File: config.mk
export PLATFORM = sky130hd
export DESIGN_NAME = optical_ctrl
export DESIGN_NICKNAME = d
export VERILOG_FILES = /design/src/rtl/twi_slave.v /design/src/rtl/optical_ctrl.v
export VERILOG_INCLUDE_DIRS = /design/src /design/src/common
export SDC_FILE = /design/constraint.sdc
export NUM_CORES = 2
export LEC_CHECK = 0
export ABC_CLOCK_PERIOD_IN_PS = 4400
export BUFFER_PORTS_ARGS = -buffer_cell sky130_fd_sc_hd__buf_2
export CORE_MARGIN = 5
export CORE_UTILIZATION = 30
export DETAILED_ROUTE_END_ITERATION = 6
export SLEW_MARGIN = 20
export SYNTH_ARGS = -nofsm -noshare
export SYNTH_HDL_FRONTEND = slang
export SYNTH_HIERARCHICAL = 1
export SYNTH_SLANG_ARGS = --single-unit
export TNS_END_PERCENT = 5
File: constraint.sdc
create_clock -name clock -period 4.4 [get_ports clock]
set_input_delay 0.44 -clock clock [delete_from_list [all_inputs] [get_ports clock]]
set_output_delay 0.44 -clock clock [all_outputs]
set_load 0.05 [all_outputs]
File: src/common/optical_ctrl_defines.vh
// Offsets, field positions, addresses and reset values of the optical module control block
`ifndef OPTICAL_CTRL_DEFINES_VH
`define OPTICAL_CTRL_DEFINES_VH

// ----------------------------------------------------------------------------
// Two-wire device addresses (8-bit form, write bit clear)
// ----------------------------------------------------------------------------
`define ID_DEV_ADDR          8'hA0
`define DIAG_DEV_ADDR        8'hA2

// ----------------------------------------------------------------------------
// Diagnostics page layout
// ----------------------------------------------------------------------------
`define LINE_CTRL_OFFSET     8'h6E
`define LCS_DIS_STATE_BIT    7
`define LCS_SOFT_DIS_BIT     6
`define LCS_FAULT_BIT        2
`define LCS_LOST_BIT         1
`define LCS_WRITE_MASK       8'h40
`define LCS_RESET            8'h00
`define MON_TEMP_OFFSET      8'h60
`define MON_VCC_OFFSET       8'h62
`define MON_BIAS_OFFSET      8'h64
`define MON_TXPWR_OFFSET     8'h66
`define MON_RXPWR_OFFSET     8'h68

// ----------------------------------------------------------------------------
// Timing
// ----------------------------------------------------------------------------
`define CLK_PERIOD_NS        100
`define DIS_SPACING_MS       10

`endif

File: src/rtl/twi_slave.v
// Byte-addressed two-wire slave answering at two device addresses
`timescale 1ns/1ns
`include "optical_ctrl_defines.vh"

module twi_slave
(
    // Clock and reset
    input  wire       clock,
    input  wire       nrst,
    // Two-wire pins
    input  wire       scl_in,
    input  wire       sda_in,
    output wire       sda_out,
    output wire       sda_oe,
    // Memory access
    output reg        page_sel,
    output reg  [7:0] mem_addr,
    input  wire [7:0] mem_rdata,
    output reg  [7:0] mem_wdata,
    output reg        mem_we
);

    // ------------------------------------------------------------------------
    // States
    // ------------------------------------------------------------------------
    localparam [2:0] S_IDLE  = 3'd0;
    localparam [2:0] S_DEV   = 3'd1;
    localparam [2:0] S_WADDR = 3'd2;
    localparam [2:0] S_WDATA = 3'd3;
    localparam [2:0] S_RDATA = 3'd4;
    localparam [2:0] S_ACK   = 3'd5;
    localparam [2:0] S_MACK  = 3'd6;

    reg  [2:0] state_r;
    reg  [2:0] after_r;
    reg        scl_r;
    reg        sda_r;
    reg  [7:0] shift_r;
    reg  [3:0] cnt_r;
    reg        drive_r;

    wire scl_rise = scl_in & ~scl_r;
    wire scl_fall = ~scl_in & scl_r;
    wire start    = scl_in & scl_r & sda_r & ~sda_in;
    wire stop     = scl_in & scl_r & ~sda_r & sda_in;

    // Open drain: only ever pull low
    assign sda_out = 1'b0;
    assign sda_oe  = drive_r;

    always @(posedge clock or negedge nrst)
    begin
        if (!nrst)
        begin
            state_r   <= S_IDLE;
            after_r   <= S_IDLE;
            scl_r     <= 1'b1;
            sda_r     <= 1'b1;
            shift_r   <= 8'h00;
            cnt_r     <= 4'h0;
            drive_r   <= 1'b0;
            page_sel  <= 1'b0;
            mem_addr  <= 8'h00;
            mem_wdata <= 8'h00;
            mem_we    <= 1'b0;
        end
        else
        begin
            scl_r  <= scl_in;
            sda_r  <= sda_in;
            mem_we <= 1'b0;
            if (start)
            begin
                state_r <= S_DEV;
                cnt_r   <= 4'h0;
                drive_r <= 1'b0;
            end
            else if (stop)
            begin
                state_r <= S_IDLE;
                drive_r <= 1'b0;
            end
            else
            begin
                case (state_r)
                    S_IDLE:
                    begin
                        drive_r <= 1'b0;
                    end
                    S_DEV, S_WADDR, S_WDATA:
                    begin
                        if (scl_rise)
                        begin
                            shift_r <= {shift_r[6:0], sda_in};
                            cnt_r   <= cnt_r + 4'h1;
                        end
                        else if (scl_fall && cnt_r == 4'h8)
                        begin
                            cnt_r <= 4'h0;
                            if (state_r == S_DEV)
                            begin
                                if ({shift_r[7:1], 1'b0} == `ID_DEV_ADDR ||
                                    {shift_r[7:1], 1'b0} == `DIAG_DEV_ADDR)
                                begin
                                    page_sel  <= shift_r[1];
                                    drive_r   <= 1'b1;
                                    state_r   <= S_ACK;
                                    after_r   <= shift_r[0] ? S_RDATA : S_WADDR;
                                end
                                else
                                    state_r <= S_IDLE;
                            end
                            else if (state_r == S_WADDR)
                            begin
                                mem_addr <= shift_r;
                                drive_r  <= 1'b1;
                                state_r  <= S_ACK;
                                after_r  <= S_WDATA;
                            end
                            else
                            begin
                                mem_wdata <= shift_r;
                                mem_we    <= 1'b1;
                                drive_r   <= 1'b1;
                                state_r   <= S_ACK;
                                after_r   <= S_WDATA;
                            end
                        end
                    end
                    S_ACK:
                    begin
                        if (scl_fall)
                        begin
                            state_r <= after_r;
                            cnt_r   <= 4'h0;
                            if (after_r == S_RDATA)
                            begin
                                shift_r <= mem_rdata;
                                drive_r <= ~mem_rdata[7];
                            end
                            else
                                drive_r <= 1'b0;
                        end
                    end
                    S_RDATA:
                    begin
                        if (scl_fall)
                        begin
                            cnt_r <= cnt_r + 4'h1;
                            if (cnt_r == 4'h7)
                            begin
                                drive_r  <= 1'b0;
                                mem_addr <= mem_addr + 8'h01;
                                state_r  <= S_MACK;
                            end
                            else
                            begin
                                shift_r <= {shift_r[6:0], 1'b0};
                                drive_r <= ~shift_r[6];
                            end
                        end
                    end
                    S_MACK:
                    begin
                        // Host ack continues a sequential read, nack ends it
                        if (scl_rise)
                            state_r <= sda_in ? S_IDLE : S_ACK;
                        after_r <= S_RDATA;
                    end
                    default:
                        state_r <= S_IDLE;
                endcase
            end
            // Step past a byte only after its write strobe has used the address
            if (mem_we)
                mem_addr <= mem_addr + 8'h01;
        end
    end

endmodule // twi_slave

File: src/rtl/optical_ctrl.v
// Control pins, status mirror and two-wire management memory of an optical module
`timescale 1ns/1ns
`include "optical_ctrl_defines.vh"
// Notes on behaviour
// - Retimers lock at top rate, bypassed otherwise
// - Separate transmit and receive rate selects
// - Transmit rate high engages transmit retimer
// - Shut-off input high turns transmitter off
// - Shut-off toggle clears the latched fault
// - Undriven shut-off input counts as asserted
// - Byte 110: soft shut-off bit6, status bit7
// - Transmitter off when soft or pin set
// - Identification page at address A0
// - Diagnostics page at second address
// - EEPROM style byte-addressed two-wire access
// - Diagnostics page shows live monitor readings
// - Shut-off and signal-lost mirrored into status
// - Laser fault latches, disables, mirrored bit2
// - Signal-lost output mirrored at bit1
// - Receive rate high engages receive retimer

module optical_ctrl
#(
    parameter ID_INIT_VALUE = 8'h00  // Arbitrary fill for the identification page
)
(
    // Clock and reset
    input  wire        clock,
    input  wire        nrst,
    // Rate selects and retimer controls
    input  wire        tx_rate_sel,
    input  wire        rx_rate_sel,
    output reg         tx_retime_en,
    output reg         rx_retime_en,
    // Transmit shut-off
    input  wire        tx_disable_in,
    input  wire        tx_disable_driven,
    output reg         laser_off,
    // Fault and signal loss
    input  wire        laser_fault_evt,
    output wire        tx_fault_out,
    output wire        tx_fault_oe,
    input  wire        receive_signal_lost,
    output reg         signal_lost_flag,
    // Monitor readings
    input  wire [15:0] mon_temp,
    input  wire [15:0] mon_vcc,
    input  wire [15:0] mon_bias,
    input  wire [15:0] mon_tx_power,
    input  wire [15:0] mon_rx_power,
    // Two-wire pins
    input  wire        scl_in,
    input  wire        sda_in,
    output wire        sda_out,
    output wire        sda_oe
);

    // ------------------------------------------------------------------------
    // Rate selects
    // ------------------------------------------------------------------------
    // Retimers engage only at the top rate; each side follows its own select
    always @(posedge clock or negedge nrst)
    begin
        if (!nrst)
        begin
            tx_retime_en <= 1'b0;
            rx_retime_en <= 1'b0;
        end
        else
        begin
            tx_retime_en <= tx_rate_sel;
            rx_retime_en <= rx_rate_sel;
        end
    end

    // ------------------------------------------------------------------------
    // Signal loss
    // ------------------------------------------------------------------------
    always @(posedge clock or negedge nrst)
    begin
        if (!nrst)
            signal_lost_flag <= 1'b0;
        else
            signal_lost_flag <= receive_signal_lost;
    end

    // ------------------------------------------------------------------------
    // Shut-off and fault
    // ------------------------------------------------------------------------
    reg        soft_dis_r;
    reg        fault_r;
    reg        dis_pin_r;
    reg        dis_seen_r;
    wire       dis_pin = tx_disable_in | ~tx_disable_driven;

    // Fault pin is open collector: pulled low when healthy, released on fault
    assign tx_fault_out = 1'b0;
    assign tx_fault_oe  = ~fault_r;

    always @(posedge clock or negedge nrst)
    begin
        if (!nrst)
        begin
            dis_pin_r    <= 1'b1;
            dis_seen_r   <= 1'b0;
            fault_r      <= 1'b0;
            laser_off    <= 1'b1;
        end
        else
        begin
            dis_pin_r <= dis_pin;
            // A high then low on the pin clears the fault; a new fault wins
            if (laser_fault_evt)
            begin
                fault_r    <= 1'b1;
                dis_seen_r <= 1'b0;
            end
            else if (fault_r && dis_pin)
                dis_seen_r <= 1'b1;
            else if (fault_r && dis_seen_r && !dis_pin)
            begin
                fault_r    <= 1'b0;
                dis_seen_r <= 1'b0;
            end
            laser_off <= dis_pin | soft_dis_r | fault_r | laser_fault_evt;
        end
    end

    // ------------------------------------------------------------------------
    // Management memory
    // ------------------------------------------------------------------------
    wire       page_sel;
    wire [7:0] mem_addr;
    wire [7:0] mem_wdata;
    wire       mem_we;
    reg  [7:0] id_mem [0:255];
    reg  [7:0] diag_mem [0:255];
    reg  [7:0] rdata;
    reg  [7:0] lcs;
    integer    i;

    // ------------------------------------------------------------------------
    // Status byte
    // ------------------------------------------------------------------------
    always @*
    begin
        lcs = `LCS_RESET;
        lcs[`LCS_DIS_STATE_BIT] = dis_pin_r;
        lcs[`LCS_SOFT_DIS_BIT]  = soft_dis_r;
        lcs[`LCS_FAULT_BIT]     = fault_r;
        lcs[`LCS_LOST_BIT]      = signal_lost_flag;
    end

    // ------------------------------------------------------------------------
    // Read multiplexer
    // ------------------------------------------------------------------------
    // Monitor words read most significant byte first, at the even offset
    always @*
    begin
        rdata = 8'h00;
        if (!page_sel)
            rdata = id_mem[mem_addr];
        else
        begin
            case (mem_addr)
                `LINE_CTRL_OFFSET:           rdata = lcs;
                `MON_TEMP_OFFSET:            rdata = mon_temp[15:8];
                `MON_TEMP_OFFSET + 8'h01:    rdata = mon_temp[7:0];
                `MON_VCC_OFFSET:             rdata = mon_vcc[15:8];
                `MON_VCC_OFFSET + 8'h01:     rdata = mon_vcc[7:0];
                `MON_BIAS_OFFSET:            rdata = mon_bias[15:8];
                `MON_BIAS_OFFSET + 8'h01:    rdata = mon_bias[7:0];
                `MON_TXPWR_OFFSET:           rdata = mon_tx_power[15:8];
                `MON_TXPWR_OFFSET + 8'h01:   rdata = mon_tx_power[7:0];
                `MON_RXPWR_OFFSET:           rdata = mon_rx_power[15:8];
                `MON_RXPWR_OFFSET + 8'h01:   rdata = mon_rx_power[7:0];
                default:                     rdata = diag_mem[mem_addr];
            endcase
        end
    end

    // Identification page is read-only; diagnostic scratch is writable
    initial
    begin
        for (i = 0; i < 256; i = i + 1)
        begin
            id_mem[i]   = ID_INIT_VALUE;
            diag_mem[i] = 8'h00;
        end
    end

    // ------------------------------------------------------------------------
    // Memory writes
    // ------------------------------------------------------------------------
    always @(posedge clock)
    begin
        if (mem_we && page_sel)
            diag_mem[mem_addr] <= mem_wdata;
    end

    always @(posedge clock or negedge nrst)
    begin
        if (!nrst)
            soft_dis_r <= 1'b0;
        else if (mem_we && page_sel && mem_addr == `LINE_CTRL_OFFSET)
            soft_dis_r <= mem_wdata[`LCS_SOFT_DIS_BIT];
    end

    // ------------------------------------------------------------------------
    // Two-wire slave
    // ------------------------------------------------------------------------
    twi_slave u_twi
    (
        .clock     (clock),
        .nrst      (nrst),
        .scl_in    (scl_in),
        .sda_in    (sda_in),
        .sda_out   (sda_out),
        .sda_oe    (sda_oe),
        .page_sel  (page_sel),
        .mem_addr  (mem_addr),
        .mem_rdata (rdata),
        .mem_wdata (mem_wdata),
        .mem_we    (mem_we)
    );

endmodule // optical_ctrl

==> run summary <==
FLOW RUN
-------------------------------------------------------------------------------------
MaxCap Viol Count                                                                   0

CTS
-------------------------------------------------------------------------------------
Deepest clock path buffer count                                                     3
Level count of the clock H-tree                                                     4
CTS root buffer                                                             clkbuf_16
Clock sinks                                                                      2095
Clock latency reported for the late side of the worst-skew pair               0.84 ns
Clock-pin slew of the registers on the worst-case setup and hold paths        0.06 ns
TritonCTS clock tree                                                             done
Cts repair resizes                                                                  0
TritonCTS buffer count                                                            211

PLACE
-------------------------------------------------------------------------------------
HPWL after DPL                                                              139800 µm
Final estimated routing congestion in global placement                         0.8396
Placed Cells                                                                     8022
# port buffers                                                                     95

GLOBAL ROUTE
-------------------------------------------------------------------------------------
Antenna violations before repair                                                    6
Global-route total usage across every layer                                    0.1532
Overflow after GRT                                                                  0
Via count of the first global-routing pass                                      43160
Pin count of the biggest net entering global routing                              129
First-pass GRT wire length                                                  321800 µm

POWER AND IR DROP
-------------------------------------------------------------------------------------
Total leakage power                                                          37.07 nW
IR Drop Worst-Case VDD                                                    0.0004124 V
Areal power density over the cells                                       482.1 nW/µm²

SETUP PATH
-------------------------------------------------------------------------------------
Critical path class                                                      flop to flop
Highest net fanout along the worst path                                            17
Required time of the worst setup path                                         5.16 ns
Worst path most repeated cell                                                  buf_12
Stage delay of the slowest cell on the critical path                          0.52 ns
R2R cell count                                                                     14
Flop2flop setup slack                                                         0.33 ns
Total buffers and inverters traversed by the critical path                          3
Endpoint type of the worst setup path                                            flop
Slowest library cell on the worst path                                         mux4_2
Critical-path cell list                                                  buf_4, buf_12, buf_12, mux4_2, mux2i_1, a22oi_1, o21ai_0, a2111oi_1, nor3_1, a21oi_1, or2_2, a31oi_1, o211ai_1, o2bb2ai_1
Startpoint kind of the worst setup timing path                                   flop
WP data arrival                                                               4.83 ns
Worst reg2reg endpoint                                                   u_twi/sda_oe
Reg-to-reg critical path startpoint                                      u_twi/mem_addr[0]
Critical path's top delay family                                         compound AO/OA/AOI/OAI gates

DIE
-------------------------------------------------------------------------------------
Top-level port count                                                               98
Floorplan die width                                                          535.8 µm
Die ar.                                                                    287100 µm²
Core Rows                                                                         193
Initial core utilization                                                       0.3005
DIE HEIGHT                                                                   535.8 µm
Total core area                                                            276000 µm²

TIMING
-------------------------------------------------------------------------------------
Number of max-slew violations in the final report                                   0
Transition time at the pin with the least slew margin                        1.107 ns
Number of hold violations in the final report                                       0
Unrepaired setup endpoints after global routing                                    no
Fraction of the cycle the final worst path needs                               0.9246
Worst clock skew                                                           0.04625 ns
Post-route minimum period                                                    4.068 ns
Final setup viols                                                                   0
Post-route setup TNS                                                             0 ns
Max-slew headroom                                                              0.2620
Upper clock frequency limit                                                 245.8 MHz

SYNTH
-------------------------------------------------------------------------------------
Asr flop ratio synth                                                          0.02243
Synth warnings                                                                      6
Cells taking the most area after synthesis                               edfxtp_1 (74%), mux4_2 (14%), mux2i_1 (2.2%)
Post-synthesis instance area                                                82950 µm²
Yosys reg bits                                                                   2095
Post-Synthesis Mean Instance Area                                           20.65 µm²
Count of flip-flops with a built-in enable after synthesis                       2048
Number of cells produced by synthesis                                            4018
Area share of the largest cell type after synthesis                            0.7414
Synthesized Nets                                                                 4111
Post-synth cell types                                                              81
Share of synthesized area occupied by flip-flops and latches                   0.7556
Main flop type after synthesis                                               edfxtp_1
Cell type contributing the most total cell area after synthesis              edfxtp_1

MIN PATH
-------------------------------------------------------------------------------------
Hold wc startpoint                                                        tx_rate_sel
Path class of the lowest-slack min-delay path                            input pin to flop
Cell depth of the worst hold path                                                   2
Hold endpoint                                                            tx_retime_en

CELLS AND AREA
-------------------------------------------------------------------------------------
Fraction of final layout cells sized beyond drive strength 1                   0.3014
Most common cell after layout, fill and taps aside                           edfxtp_1
Area added between synthesis and finish                                        17.60%
Post-route insts no fill                                                         8431
Highest-count cells in the layout ignoring fill and taps                 edfxtp_1 (2048), mux4_2 (524), buf_4 (404)
Nets                                                                             4638

DETAILED ROUTING
-------------------------------------------------------------------------------------
Initial drt markers                                                              5190
Remaining antenna violation count after routing                                     0
Post-detailed-route via-to-cell ratio                                           5.096
Total detailed-routing wirelength                                           223500 µm
Pre-antenna DRT Iters                                                               6
Residual DRC                                                                        0
Vias after detailed routing                                                     42970
WL/cell                                                                      26.51 µm

STATUS
-------------------------------------------------------------------------------------
Outcome                                                                  finished clean

## per-layer routing
metal | GRT usage | vias up | part of all wire
met4 | 0.04776 | 2 | 0.031
met1 | 0.2112 | 23010 | 0.41
met5 | 0 | - | 0.000058
li1 | - | 17760 | -
met2 | 0.2453 | 1854 | 0.48
met3 | 0.03029 | 340 | 0.078
## flip-flops by register name (all words and copies together) (netlist names), 3 cells and up
signal and count:
u_twi/mem_wdata 8, diag_mem 2048, u_twi/state_r 3, u_twi/after_r 3, u_twi/cnt_r 4, u_twi/shift_r 8, u_twi/mem_addr 8
## cells in the mapped netlist (all sizes together) (42+ instances only)
cell type / n
a22oi: 78
buf: 135
mux2i: 180
a21oi: 42
o21ai: 55
clkbuf: 99
edfxtp: 2048
nor2: 322
nand2: 125
nand3: 55
dfrtp: 43
mux4: 524
## final cells by class
| class | instances | area [µm²] |
|---|---|---|
| multi-input combinational | 1667 | 18890 |
| inverter | 22 | 87.58 |
| timing repair buffer | 548 | 4387 |
| antenna | 4 | 10.01 |
| clock inverter | 133 | 1319 |
| sequential | 2095 | 62730 |
| fill | 25480 | 178500 |
| tap | 3705 | 4636 |
| clock buffer | 257 | 5504 |
## kinds of logic (layout without fill, tap and decap cells)
| family | Yosys count | after routing | share of synthesized area |
|---|---|---|---|
| other cells | 2 | 6 | 0.00009053 |
| mux | 722 | 722 | 0.1664 |
| xor+xnor | 4 | 4 | 0.0004223 |
| flops | 2095 | 2095 | 0.7556 |
| buf+inv | 256 | 960 | 0.01732 |
| fa+ha+maj | 3 | 3 | 0.0004525 |
| simple gates | 618 | 618 | 0.03232 |
| compound gates | 318 | 318 | 0.02738 |
## stage by stage
stage	setup WS [ns]	util	power, mW	instance area (µm²)	hold WS, ns
3_3_place_gp	0.1651	0.3281	29.72	90560	0.2307
2_1_floorplan	0.4049	-	27.05	82950	0.1444
4_1_cts	0.1387	0.3532	47.35	97500	0.1714
3_5_place_dp	0.1492	0.3281	29.75	90560	0.2355
5_1_grt	0.2610	0.3534	48.58	97550	0.2151
6_report	0.3315	0.3535	47.03	97560	0.2507
## where the power goes
part           total, mW  switching [mW]  leakage, nW  internal [mW]
logic               7.14            4.39         9.54           2.75
clock network       17.7            7.59         3.32           10.1
registers           22.2           0.355         24.2           21.8
## repair_timing
item	4_1_cts	5_1_grt
setup buffers	0	3
hold buffers	11	0
setup endpoints to repair	0	1
endpoints found under the hold margin	54	0
## worst max path at each step
stage | end | cells after the start | start | slack (ns)
after CTS | u_twi/shift_r[6] | 13 | u_twi/mem_addr[0] | 0.14
after floorplan | diag_mem[0][6] | 0 | u_twi/mem_wdata[6] | 0.40
after detailed placement | u_twi/shift_r[6] | 13 | u_twi/mem_addr[0] | 0.15
after global routing | u_twi/sda_oe | 14 | u_twi/mem_addr[0] | 0.26
final | u_twi/sda_oe | 14 | u_twi/mem_addr[0] | 0.33
after global placement | u_twi/shift_r[6] | 13 | u_twi/mem_addr[0] | 0.17
(Power assumes the default switching activity.)
